[config.mk]
export PLATFORM = sky130hd
export DESIGN_NAME = comparator_vref_control
export DESIGN_NICKNAME = d
export VERILOG_FILES = /design/src/hw/cmp_vref_pkg.sv /design/src/hw/result_sync.sv /design/src/hw/ladder_level.sv /design/src/hw/comparator_vref_control.sv
export SDC_FILE = /design/constraint.sdc
export NUM_CORES = 1
export LEC_CHECK = 0
export BUFFER_PORTS_ARGS = -buffer_cell sky130_fd_sc_hd__buf_2
export CORE_MARGIN = 2
export CORE_UTILIZATION = 54
export DETAILED_ROUTE_END_ITERATION = 10
export GPL_TIMING_DRIVEN = 0
export MAX_ROUTING_LAYER = met4
export PLACE_DENSITY_LB_ADDON = 0.05
export SLEW_MARGIN = 20
export SYNTH_ARGS = -nofsm -noshare
export SYNTH_HDL_FRONTEND = slang
export SYNTH_SLANG_ARGS = --single-unit
export TNS_END_PERCENT = 100
[constraint.sdc]
create_clock -name CLK_IN -period 7.3 [get_ports CLK_IN]
set_clock_uncertainty 0.15 [all_clocks]
set_input_delay 1.825 -clock CLK_IN [delete_from_list [all_inputs] [get_ports CLK_IN]]
set_output_delay 1.825 -clock CLK_IN [all_outputs]
set_load 0.05 [all_outputs]
[src/hw/cmp_vref_pkg.sv]
package cmp_vref_pkg;

    // ==========================================================
    // bus geometry: byte address is four times the register index
    localparam int ADDR_W = 12;
    localparam int DATA_W = 32;
    localparam int IDX_LSB = 2;
    localparam int IDX_W = 8;

    // ==========================================================
    // register indices
    localparam logic [7:0] IDX_PORT_DATA  = 8'h05;
    localparam logic [7:0] IDX_INTR_CTL   = 8'h0B;
    localparam logic [7:0] IDX_IRQ_FLAGS  = 8'h0C;
    localparam logic [7:0] IDX_CMP_CTL    = 8'h1F;
    localparam logic [7:0] IDX_PORT_DIR   = 8'h85;
    localparam logic [7:0] IDX_IRQ_EN     = 8'h8C;
    localparam logic [7:0] IDX_REF_CTL    = 8'h9F;

    // ==========================================================
    // field positions
    localparam int GLOBAL_EN_BIT   = 7;
    localparam int PERIPH_EN_BIT   = 6;
    localparam int CHANGE_FLAG_BIT = 6;
    localparam int CHANGE_EN_BIT   = 6;
    localparam int CMP_TWO_BIT     = 7;
    localparam int CMP_ONE_BIT     = 6;
    localparam int SWITCH_BIT      = 3;
    localparam int MODE_LSB        = 0;
    localparam int REF_EN_BIT      = 7;
    localparam int REF_OE_BIT      = 6;
    localparam int REF_RANGE_BIT   = 5;
    localparam int TAP_LSB         = 0;
    localparam int PORT_W          = 5;

    // ==========================================================
    // values after reset
    localparam logic [7:0] INTR_CTL_RST  = 8'h00;
    localparam logic       FLAG_RST      = 1'b0;
    localparam logic       CHANGE_EN_RST = 1'b0;
    localparam logic [2:0] MODE_RST      = 3'h0;
    localparam logic       SWITCH_RST    = 1'b0;
    localparam logic [4:0] PORT_DIR_RST  = 5'h1F;
    localparam logic [4:0] PORT_DATA_RST = 5'h00;
    localparam logic [3:0] TAP_RST       = 4'h0;

    // ==========================================================
    // comparator modes
    localparam logic [2:0] MODE_SWITCH = 3'h1;
    localparam logic [2:0] MODE_VREF   = 3'h2;
    localparam logic [2:0] MODE_ROUTE  = 3'h6;
    localparam logic [2:0] MODE_OFF    = 3'h7;

    // ==========================================================
    // ladder level in 1/96 of supply
    localparam logic [6:0] LOW_STEP  = 7'h04;
    localparam logic [6:0] HIGH_BASE = 7'h18;
    localparam logic [6:0] HIGH_STEP = 7'h03;

    // pins that each mode makes analog inputs
    function automatic logic [4:0] analog_mask(input logic [2:0] mode);
        logic [4:0] m;
        m = 5'h0F;
        if (mode == 3'h3 || mode == MODE_ROUTE) begin
            m = 5'h07;
        end
        if (mode == MODE_OFF) begin
            m = 5'h00;
        end
        return m;
    endfunction

endpackage

[src/hw/result_sync.sv]
module result_sync #(
    parameter int WIDTH = 2
) (
    input  wire logic             clk_in,   // system clock
    input  wire logic             rst_n_in, // synchronised reset
    input  wire logic [WIDTH-1:0] d_in,     // asynchronous results
    output logic      [WIDTH-1:0] q_out     // results on clk_in
);

    // ==========================================================
    // two flops per bit; first stage feeds only the second
    genvar i;
    generate
        for (i = 0; i < WIDTH; i++) begin : g_bit
            logic meta;
            always_ff @(posedge clk_in or negedge rst_n_in) begin
                if (!rst_n_in) begin
                    meta     <= 1'b0;
                    q_out[i] <= 1'b0;
                end else begin
                    meta     <= d_in[i];
                    q_out[i] <= meta;
                end
            end
        end
    endgenerate

endmodule

[src/hw/ladder_level.sv]
module ladder_level (
    input  wire logic       low_range_in, // 1 selects the low range
    input  wire logic [3:0] tap_in,       // tap 0..15
    output logic      [6:0] level_out     // level in 1/96 of supply
);

    // ==========================================================
    // low: tap/24 = 4*tap/96; high: 1/4 + tap/32 = (24 + 3*tap)/96
    logic [6:0] tap_w;

    always_comb begin
        tap_w = {3'h0, tap_in};
        if (low_range_in) begin
            level_out = 7'(tap_w * cmp_vref_pkg::LOW_STEP);
        end else begin
            level_out = 7'(cmp_vref_pkg::HIGH_BASE + 7'(tap_w * cmp_vref_pkg::HIGH_STEP));
        end
    end

endmodule

[src/hw/comparator_vref_control.sv]
// Contract
// - each comparator result is high when its noninverting input exceeds its inverting input
// - mode 010 routes the ladder output to both noninverting inputs
// - result bits 7 and 6 of comparator_control read live results, writes ignored
// - mode 110 drives raw unsynchronised results onto port pins three and four
// - port direction bits still gate the pin drivers in routed mode
// - port data reads return zero for pins the mode makes analog
// - the change flag is set whenever either comparator result changes
// - software writes zero to clear the flag, one to set it
// - interrupt request needs change enable, peripheral enable and global enable
// - any comparator_control read or write ends the mismatch condition
// - a persisting mismatch keeps setting the flag until the register is accessed
// - a change coinciding with a control register read may fail to set the flag
// - comparators keep running in sleep; an enabled change wakes the device
// - mode 111 turns both comparators off
// - wake from sleep leaves comparator_control unchanged
// - reset loads mode 000 and powers the comparators down while held
// - reference bit 7 powers the ladder on, clear powers it down
// - reference output enable connects the ladder to port pin two
// - range bit set selects low range, clear selects high range
// - tap field picks tap/24 in low range, 1/4 plus tap/32 in high
// - reference bit 4 ignores writes and reads zero
// - input switch picks inverting input pins in modes 001 and 010
// - reset clears reference enable, output enable, range and tap
//
// The APB register port was chosen for this implementation.
module comparator_vref_control (
    input  wire logic        CLK_IN,                  // 100 MHz system clock
    input  wire logic        RST_N_IN,                // asynchronous reset, active low
    input  wire logic        PSEL_IN,                 // apb select
    input  wire logic        PENABLE_IN,              // apb enable
    input  wire logic        PWRITE_IN,               // apb direction
    input  wire logic [11:0] PADDR_IN,                // apb byte address
    input  wire logic [31:0] PWDATA_IN,               // apb write data
    input  wire logic [3:0]  PSTRB_IN,                // apb byte strobes
    output logic      [31:0] PRDATA_OUT,              // apb read data
    output logic             PREADY_OUT,              // apb ready
    output logic             PSLVERR_OUT,             // apb error, unmapped address
    input  wire logic        CMP_ONE_RAW_IN,          // comparator one analog result
    input  wire logic        CMP_TWO_RAW_IN,          // comparator two analog result
    input  wire logic [4:0]  PORT_PIN_IN,             // port pin levels
    output logic      [4:0]  PORT_PIN_OUT,            // port pin drive values
    output logic      [4:0]  PORT_PIN_OE_OUT,         // port pin drive enables
    output logic      [4:0]  ANALOG_PIN_OUT,          // pins set as analog inputs
    output logic             CMP_ONE_EN_OUT,          // comparator one powered
    output logic             CMP_TWO_EN_OUT,          // comparator two powered
    output logic             NONINV_VREF_SEL_OUT,     // ladder feeds noninverting inputs
    output logic             INV_SWITCH_OUT,          // alternate inverting pins
    output logic             LADDER_EN_OUT,           // ladder powered
    output logic             LADDER_PIN_DRIVE_EN_OUT, // ladder onto port pin two
    output logic             LADDER_LOW_RANGE_OUT,    // low range selected
    output logic      [3:0]  LADDER_TAP_SEL_OUT,      // tap select
    output logic      [6:0]  LADDER_LEVEL_OUT,        // level in 1/96 of supply
    output logic             IRQ_OUT,                 // comparator interrupt request
    output logic             WAKE_OUT                 // wake request from sleep
);

    // ==========================================================
    // reset release
    logic rst_meta;
    logic rst_n;

    always_ff @(posedge CLK_IN or negedge RST_N_IN) begin
        if (!RST_N_IN) begin
            rst_meta <= 1'b0;
            rst_n    <= 1'b0;
        end else begin
            rst_meta <= 1'b1;
            rst_n    <= rst_meta;
        end
    end

    // ==========================================================
    // state
    logic [7:0] intr_ctl;
    logic       change_flag;
    logic       change_en;
    logic [2:0] mode;
    logic       input_switch;
    logic [4:0] port_dir;
    logic [4:0] port_latch;
    logic       ref_en;
    logic       ref_oe;
    logic       ref_low;
    logic [3:0] tap_sel;
    logic [1:0] sync_res;
    logic [1:0] seen_res;
    logic [4:0] port_q;
    logic       route_q;
    logic [6:0] next_level;
    logic [31:0] next_rdata;

    // ==========================================================
    // apb decode
    logic [7:0] idx;
    logic       setup;
    logic       mapped;
    logic       wr;
    logic       cmp_access;
    logic       mismatch;

    assign idx   = PADDR_IN[cmp_vref_pkg::IDX_LSB +: cmp_vref_pkg::IDX_W];
    assign setup = PSEL_IN & ~PENABLE_IN;

    always_comb begin
        mapped = 1'b0;
        if (PADDR_IN[11:10] == 2'h0 && PADDR_IN[1:0] == 2'h0) begin
            unique case (idx)
                cmp_vref_pkg::IDX_PORT_DATA,
                cmp_vref_pkg::IDX_INTR_CTL,
                cmp_vref_pkg::IDX_IRQ_FLAGS,
                cmp_vref_pkg::IDX_CMP_CTL,
                cmp_vref_pkg::IDX_PORT_DIR,
                cmp_vref_pkg::IDX_IRQ_EN,
                cmp_vref_pkg::IDX_REF_CTL: mapped = 1'b1;
                default:                   mapped = 1'b0;
            endcase
        end
    end

    // writes land at the access edge; only the low byte lane carries data
    assign wr = PSEL_IN & PENABLE_IN & PREADY_OUT & PWRITE_IN & mapped & PSTRB_IN[0];

    // read or write both count, taken at the setup edge so read data and latch agree
    assign cmp_access = setup & mapped & (idx == cmp_vref_pkg::IDX_CMP_CTL);

    // zero wait states: ready and data are loaded in setup, valid in access
    always_ff @(posedge CLK_IN or negedge rst_n) begin
        if (!rst_n) begin
            PREADY_OUT  <= 1'b0;
            PSLVERR_OUT <= 1'b0;
            PRDATA_OUT  <= 32'h0000_0000;
        end else begin
            PREADY_OUT  <= setup;
            PSLVERR_OUT <= setup & ~mapped;
            if (setup) begin
                PRDATA_OUT <= next_rdata;
            end
        end
    end

    always_comb begin
        next_rdata = 32'h0000_0000;
        if (mapped && !PWRITE_IN) begin
            unique case (idx)
                cmp_vref_pkg::IDX_PORT_DATA: begin
                    next_rdata[4:0] = PORT_PIN_IN & ~cmp_vref_pkg::analog_mask(mode);
                end
                cmp_vref_pkg::IDX_INTR_CTL: begin
                    next_rdata[7:0] = intr_ctl;
                end
                cmp_vref_pkg::IDX_IRQ_FLAGS: begin
                    next_rdata[cmp_vref_pkg::CHANGE_FLAG_BIT] = change_flag;
                end
                cmp_vref_pkg::IDX_CMP_CTL: begin
                    next_rdata[cmp_vref_pkg::CMP_TWO_BIT] = sync_res[1];
                    next_rdata[cmp_vref_pkg::CMP_ONE_BIT] = sync_res[0];
                    next_rdata[cmp_vref_pkg::SWITCH_BIT]  = input_switch;
                    next_rdata[2:0]                       = mode;
                end
                cmp_vref_pkg::IDX_PORT_DIR: begin
                    next_rdata[4:0] = port_dir;
                end
                cmp_vref_pkg::IDX_IRQ_EN: begin
                    next_rdata[cmp_vref_pkg::CHANGE_EN_BIT] = change_en;
                end
                cmp_vref_pkg::IDX_REF_CTL: begin
                    next_rdata[cmp_vref_pkg::REF_EN_BIT]    = ref_en;
                    next_rdata[cmp_vref_pkg::REF_OE_BIT]    = ref_oe;
                    next_rdata[cmp_vref_pkg::REF_RANGE_BIT] = ref_low;
                    next_rdata[3:0]                         = tap_sel;
                end
                default: next_rdata = 32'h0000_0000;
            endcase
        end
    end

    // ==========================================================
    // control registers; nothing here reacts to sleep or wake
    always_ff @(posedge CLK_IN or negedge rst_n) begin
        if (!rst_n) begin
            mode         <= cmp_vref_pkg::MODE_RST;
            input_switch <= cmp_vref_pkg::SWITCH_RST;
        end else if (wr && idx == cmp_vref_pkg::IDX_CMP_CTL) begin
            mode         <= PWDATA_IN[2:0];
            input_switch <= PWDATA_IN[cmp_vref_pkg::SWITCH_BIT]; // results bits dropped
        end
    end

    always_ff @(posedge CLK_IN or negedge rst_n) begin
        if (!rst_n) begin
            ref_en  <= 1'b0;
            ref_oe  <= 1'b0;
            ref_low <= 1'b0;
            tap_sel <= cmp_vref_pkg::TAP_RST;
        end else if (wr && idx == cmp_vref_pkg::IDX_REF_CTL) begin
            ref_en  <= PWDATA_IN[cmp_vref_pkg::REF_EN_BIT];
            ref_oe  <= PWDATA_IN[cmp_vref_pkg::REF_OE_BIT];
            ref_low <= PWDATA_IN[cmp_vref_pkg::REF_RANGE_BIT];
            tap_sel <= PWDATA_IN[3:0]; // bit 4 not stored
        end
    end

    always_ff @(posedge CLK_IN or negedge rst_n) begin
        if (!rst_n) begin
            intr_ctl   <= cmp_vref_pkg::INTR_CTL_RST;
            change_en  <= cmp_vref_pkg::CHANGE_EN_RST;
            port_dir   <= cmp_vref_pkg::PORT_DIR_RST;
            port_latch <= cmp_vref_pkg::PORT_DATA_RST;
        end else if (wr) begin
            if (idx == cmp_vref_pkg::IDX_INTR_CTL) begin
                intr_ctl <= PWDATA_IN[7:0];
            end
            if (idx == cmp_vref_pkg::IDX_IRQ_EN) begin
                change_en <= PWDATA_IN[cmp_vref_pkg::CHANGE_EN_BIT];
            end
            if (idx == cmp_vref_pkg::IDX_PORT_DIR) begin
                port_dir <= PWDATA_IN[4:0];
            end
            if (idx == cmp_vref_pkg::IDX_PORT_DATA) begin
                port_latch <= PWDATA_IN[4:0];
            end
        end
    end

    // ==========================================================
    // change detection; analog results arrive high when + exceeds
    result_sync #(
        .WIDTH (2)
    ) u_sync (
        .clk_in   (CLK_IN),
        .rst_n_in (rst_n),
        .d_in     ({CMP_TWO_RAW_IN, CMP_ONE_RAW_IN}),
        .q_out    (sync_res)
    );

    // a change on the setup edge misses the copy and still sets the flag a cycle later
    always_ff @(posedge CLK_IN or negedge rst_n) begin
        if (!rst_n) begin
            seen_res <= 2'h0;
        end else if (cmp_access) begin
            seen_res <= sync_res;
        end
    end

    assign mismatch = sync_res != seen_res;

    // set beats clear, so the flag cannot be cleared while mismatch stands
    always_ff @(posedge CLK_IN or negedge rst_n) begin
        if (!rst_n) begin
            change_flag <= cmp_vref_pkg::FLAG_RST;
        end else if (mismatch) begin
            change_flag <= 1'b1;
        end else if (wr && idx == cmp_vref_pkg::IDX_IRQ_FLAGS) begin
            change_flag <= PWDATA_IN[cmp_vref_pkg::CHANGE_FLAG_BIT];
        end
    end

    // wake ignores the global and peripheral enables
    always_ff @(posedge CLK_IN or negedge rst_n) begin
        if (!rst_n) begin
            IRQ_OUT  <= 1'b0;
            WAKE_OUT <= 1'b0;
        end else begin
            IRQ_OUT  <= change_flag & change_en & intr_ctl[cmp_vref_pkg::PERIPH_EN_BIT]
                        & intr_ctl[cmp_vref_pkg::GLOBAL_EN_BIT];
            WAKE_OUT <= change_flag & change_en;
        end
    end

    // ==========================================================
    // analog steering and pins
    ladder_level u_level (
        .low_range_in (ref_low),
        .tap_in       (tap_sel),
        .level_out    (next_level)
    );

    always_ff @(posedge CLK_IN or negedge rst_n) begin
        if (!rst_n) begin
            CMP_ONE_EN_OUT      <= 1'b0;
            CMP_TWO_EN_OUT      <= 1'b0;
            NONINV_VREF_SEL_OUT <= 1'b0;
            INV_SWITCH_OUT      <= 1'b0;
            ANALOG_PIN_OUT      <= 5'h0F;
        end else begin
            CMP_ONE_EN_OUT      <= mode != cmp_vref_pkg::MODE_OFF;
            CMP_TWO_EN_OUT      <= mode != cmp_vref_pkg::MODE_OFF;
            NONINV_VREF_SEL_OUT <= mode == cmp_vref_pkg::MODE_VREF;
            INV_SWITCH_OUT      <= input_switch & (mode == cmp_vref_pkg::MODE_SWITCH
                                   || mode == cmp_vref_pkg::MODE_VREF);
            ANALOG_PIN_OUT      <= cmp_vref_pkg::analog_mask(mode);
        end
    end

    always_ff @(posedge CLK_IN or negedge rst_n) begin
        if (!rst_n) begin
            LADDER_EN_OUT           <= 1'b0;
            LADDER_PIN_DRIVE_EN_OUT <= 1'b0;
            LADDER_LOW_RANGE_OUT    <= 1'b0;
            LADDER_TAP_SEL_OUT      <= cmp_vref_pkg::TAP_RST;
            LADDER_LEVEL_OUT        <= 7'h00;
        end else begin
            LADDER_EN_OUT           <= ref_en;
            LADDER_PIN_DRIVE_EN_OUT <= ref_oe;
            LADDER_LOW_RANGE_OUT    <= ref_low;
            LADDER_TAP_SEL_OUT      <= tap_sel;
            LADDER_LEVEL_OUT        <= next_level;
        end
    end

    // direction bit 1 means input, so the driver is its inverse
    always_ff @(posedge CLK_IN or negedge rst_n) begin
        if (!rst_n) begin
            PORT_PIN_OE_OUT <= 5'h00;
            port_q          <= cmp_vref_pkg::PORT_DATA_RST;
            route_q         <= 1'b0;
        end else begin
            PORT_PIN_OE_OUT <= ~port_dir;
            port_q          <= port_latch;
            route_q         <= mode == cmp_vref_pkg::MODE_ROUTE;
        end
    end

    // raw results bypass every flop here; expect glitches on the pins
    assign PORT_PIN_OUT = route_q ? {CMP_TWO_RAW_IN, CMP_ONE_RAW_IN, port_q[2:0]} : port_q;
endmodule

Yosys cells after proc, flatten, opt, wreduce, memory -nomap -nowiden
Cells that the tools add are included.
- reductions and logical operators: 16
- bitwise logic cells: 18
- div/mod/pow operators: 0
- muxes and demuxes: 16
- multiply operators: 1
- $add $sub $neg: 1
- shifts and indexed selects: 0
- eq/ne operators: 14
- $lt $le $gt $ge: 0
- operator list (cell ; count):
    8-bit equality test, second input constant ; 3
    4-bit case mux with 5 select lines ; 1
    8-bit by 4-bit equality test with 1-bit output, second input constant ; 2
    5-bit 2-to-1 mux ; 3
    1-bit bitwise AND ; 13
    5-bit inverter ; 2
    8-bit by 3-bit equality test with 1-bit output, second input constant ; 1
    8-bit by 5-bit equality test with 1-bit output, second input constant ; 1
    4-bit 2-to-1 mux ; 2
    8-bit 2-to-1 mux ; 1
    2-bit AND reduction ; 4
    5-bit by 6-bit adder with 7-bit output, first input constant ; 1
    7-bit 2-to-1 mux ; 1
    7-bit OR reduction ; 1
    3-bit by 2-bit equality test with 1-bit output, second input constant ; 2
    3-bit equality test, second input constant ; 2
    4-bit by 2-bit multiplier with 6-bit output, second input constant ; 1
    1-bit case mux with 3 select lines ; 2
    5-bit bitwise AND ; 1
    1-bit logical AND ; 5
    1-bit case mux with 5 select lines ; 1
    2-bit zero test ; 2
    1-bit 2-to-1 mux ; 4
    3-bit by 1-bit equality test with 1-bit output, second input constant ; 1
    other kinds (7) ; 9
- output and inout port bits: 69
- latch bits: 0
- memory bits (read-only): 0
- RAM bits: 0
- register bits: 108
- bits of input ports: 60
- memories: 0
- word-level logic and storage cells: 101

Longest topological paths before layout
- depth after elaboration: 10
- depth in mapped cells: 7
- gate-level depth less buffers: 7

By module
A second synthesis with hierarchy kept.
- cell total of the unflattened synthesis: 272
- area, all modules: 3682.3 um2
- by module, submodules not included (module ; area an instance (um2) ; cells an instance ; times used ; sequential area each (um2)):
    comparator_vref_control ; 3345.7 ; 241 ; 1 ; 1935.6
    ladder_level ; 236.5 ; 27 ; 1 ; 0.0
    result_sync ; 100.1 ; 4 ; 1 ; 100.1

Worst setup path after synthesis
OpenSTA, ideal clock, no wires.
- path type: input -> output
- start: input CMP_ONE_RAW_IN
- end: output PORT_PIN_OUT[3]
- stages: 1
- path slack: 3.125 ns
- data arrival time: 2.200 ns
- data required time: 5.325 ns
- path buffers: 0
- cell sequence: mux2_2
- longest elaborated chain between the ends: 1
- RTL lines (item ; line ; text):
    start: declaration ; comparator_vref_control.sv:39 ; input wire logic CMP_ONE_RAW_IN,
    5-bit 2-to-1 mux ; comparator_vref_control.sv:326 ; assign PORT_PIN_OUT = route_q ? {CMP_TWO_RAW_IN, CMP_ONE_RAW_IN, port_q[2:0]} : port_q;
    end: declaration ; comparator_vref_control.sv:42 ; output logic [4:0] PORT_PIN_OUT,
Every way passes these cells.

Final worst setup path
- start: input CMP_TWO_RAW_IN
- end: output PORT_PIN_OUT[4]
- longest elaborated chain between the ends: 1
- RTL lines (item ; line ; text):
    start: declaration ; comparator_vref_control.sv:40 ; input wire logic CMP_TWO_RAW_IN,
    5-bit 2-to-1 mux ; comparator_vref_control.sv:326 ;
Every way passes these cells.

==> results_dict.tcl <==
set metrics [dict create \
    cp.arrival_ns 2.38 \
    min_period_ns 4.360 \
    worst_ep_required_time_ns 5.33 \
    yosysUniqueCellTypes 55 \
    relSlewSlack_pct 56.58 \
    setup_viol 0 \
    cts_hold_buf 0 \
    post_cts.repair.setup_buffers 0 \
    synthCells 284 \
    cts.sinks 81 \
    synth_area_leaders "dfrtp_1 51%, mux2_2 11%, buf_4 6.4%" \
    cts_inserted_buffers 9 \
    synth_seq_cells 81 \
    cts.reportedPaths.clkPinSlew_ns 0.08 \
    drtIter0Drc 89 \
    power_frac_comb_pct 8.3 \
    fin_crit_sh_pct 59.73 \
    avgSynthCellArea_um2 12.82 \
    synth_xor_area_share_pct 1.203 \
    die_h_um 86.12 \
    max_freq_ghz 0.2294 \
    dieArea_um2 7416 \
    overflow 0 \
    internal-power_uw 685.3 \
    grt.total_usage_pct 22.45 \
    row_count 29 \
    p_per_area_nw_per_um2 200.8 \
    synth-simple-area-share_pct 11.62 \
    rsz0062_at_grt "no" \
    ant_nets 0 \
    cellLeakagePower_nw 2.287 \
    synthAdderAreaFrac_pct 2.818 \
    fin_tns_setup_ns 0 \
    synth_compound_gate_area_share_pct 6.323 \
    dieWidth_um 86.12 \
    coreArea_um2 6422 \
    ys_seq_area_share_pct 55.91 \
    synthFlopType "dfrtp_1" \
    hold_viol 0 \
    htree_num_levels 3 \
    grt_max_degree 43 \
    synth_edf_count 0 \
    ir_worst_vdd_mv 0.1409 \
    area_growth_syn_to_layout_pct 22.34 \
    firstDrtPassIters 4 \
    port_buffers 76 \
    reg2reg_to "LADDER_LEVEL_OUT[4]" \
    worstSetupPathType "in2out" \
    synthMuxAreaShare_pct 13.09 \
    crit_path_start_kind "primary input" \
    syn_area_um2 3641 \
    clockBufferDepth 2 \
    drc 0 \
    worst_pin_slew_ns 0.6426 \
    cts_tree "yes" \
    drive_gt1_share_pct 44.64 \
    initial_utilization_pct 56.69 \
    clock_latency_ns 0.35 \
    synth_top_area_share_pct 50.86 \
    root_buffer "clkbuf_8" \
    synth_top_family_by_area "multiplexers" \
    ys_warn_count 0 \
    reg2reg_slack_ns 5.35 \
    dp_hpwl_um 5422 \
    grt_pass1_vias 2460 \
    max_cap_violations 0 \
    io_pins 129 \
    place.gp.congestion 0.8685 \
    num_vias 2497 \
    clkPwrFrac_pct 40.7 \
    yosysTopAreaCell "dfrtp_1" \
    synthArstFlopShare_pct 100.0 \
    n_antenna_cell 0 \
    grt_pass1_wl_um 12190 \
    cts_resized 0 \
    status "complete, no violations" \
    synth_common_cells "74 x dfrtp_1, 37 x mux2_2, 31 x buf_4, 12 x inv_1, 11 x nand2_1" \
    wl_per_cell_um 15.41 \
    switching_share_pct 23.39 \
    crit_path_max_fanout 2 \
    wl_um 7366 \
    hold_path_class "reg2async" \
    power_frac_seq_pct 51.0 \
    nets 463 \
    yosysMostFrequentCell "dfrtp_1" \
    viasPerCell 5.224 \
    antenna_found_initial 0 \
    finalMaxSlewViolations 0 \
    timing.rr.start "tap_sel[2]" \
    worst-r2r-cell-count 6 \
    p_switching_uw 209.2 \
    power_uw 894.5 \
    end_kind "output port" \
]
layer usage:
metal	up-vias	track usage, %	wire length (µm)
met1	1210	29.54	3288
met3	16	4.235	405
met4	0	10.97	180
li1	1177	-	-
met5	-	-	0
met2	94	33.62	3492
cell usage in the layout (no fill, tap or decap), types with 2 or more instances in the layout:
cell and n:
a222oi_1 3, a22o_1 3, a32o_1 3, a32oi_1 3
and2_1 3, and3_1 3, and3b_1 2, buf_2 80
buf_4 31, bufinv_16 2, clkbuf_1 8, clkbuf_8 11
conb_1 26, dfrtp_1 73, dfstp_2 7, fa_1 2
ha_1 5, inv_1 12, mux2_2 37, mux2_4 2
mux2i_1 3, nand2_1 11, nand3_1 7, nand4_1 6
nor2_1 7, nor2b_1 3, nor3_1 2, nor3b_1 3
nor4bb_1 3, o211ai_1 2, o21ai_0 6, or4_4 2
xnor2_1 3, xor2_1 2
through the flow:
stage / cell area [µm²] / worst slack (ns) / utilization, % / hold WS, ns / instances
after floorplan: 3731 / 3.125 / - / 0.1812 / 308
after global placement: 4208 / 2.940 / 65.52 / 0.1839 / 461
after detailed placement: 4232 / 2.938 / 65.89 / 0.1622 / 462
after CTS: 4454 / 2.938 / 69.36 / 0.1685 / 478
after global routing: 4454 / 2.922 / 69.36 / 0.2065 / 478
final: 4454 / 2.940 / 69.36 / 0.1588 / 478
power by group through the flow:
stage                     sequential (mW)  combinational [mW]  clock (mW)
after detailed placement            0.465              0.0740           0
final                               0.456              0.0744       0.364
after CTS                           0.456              0.0741       0.370
after floorplan                     0.469              0.0482           0
after global routing                0.457              0.0797       0.388
after global placement              0.469              0.0679           0
cell families after synthesis:
logic type / Yosys count
flip-flops: 81
AND/OR/NAND/NOR: 65
buffers and inverters: 53
multiplexers: 42
AO/OA/AOI/OAI: 29
adder cells (fa/ha/maj): 7
XOR/XNOR: 5
other: 2
flip-flops by register name (all words and copies together) (netlist names), 3 cells and up:
signal,flops
LADDER_LEVEL_OUT,7
tap_sel,4
port_dir,5
mode,3
PRDATA_OUT,8
port_q,5
LADDER_TAP_SEL_OUT,4
port_latch,5
PORT_PIN_OE_OUT,5
intr_ctl,8
cell type report:
type / count / area, µm²
buffer: 41 / 276.5
multi-input combinational: 174 / 1374
sequential: 81 / 2039
timing repair buffer: 77 / 400.4
fill: 488 / 1968
clock buffer: 14 / 162.7
clock inverter: 2 / 60.06
tap: 77 / 96.34
inverter: 12 / 45.04
worst max-delay path: stages:
cell    delay (ns)
buf_2         0.10
mux2_2        0.25
buf_2         0.21
how the worst max path moves through the flow:
| stage | start | endpoint | slack (ns) | cells past startpoint |
|---|---|---|---|---|
| CTS | CMP_ONE_RAW_IN | PORT_PIN_OUT[3] | 2.94 | 3 |
| floorplan | CMP_ONE_RAW_IN | PORT_PIN_OUT[3] | 3.13 | 1 |
| global placement | CMP_ONE_RAW_IN | PORT_PIN_OUT[3] | 2.94 | 3 |
| detailed placement | CMP_ONE_RAW_IN | PORT_PIN_OUT[3] | 2.94 | 3 |
| finish | CMP_TWO_RAW_IN | PORT_PIN_OUT[4] | 2.94 | 3 |
| global route | CMP_TWO_RAW_IN | PORT_PIN_OUT[4] | 2.92 | 3 |
Power figures use the tool's default switching activity.
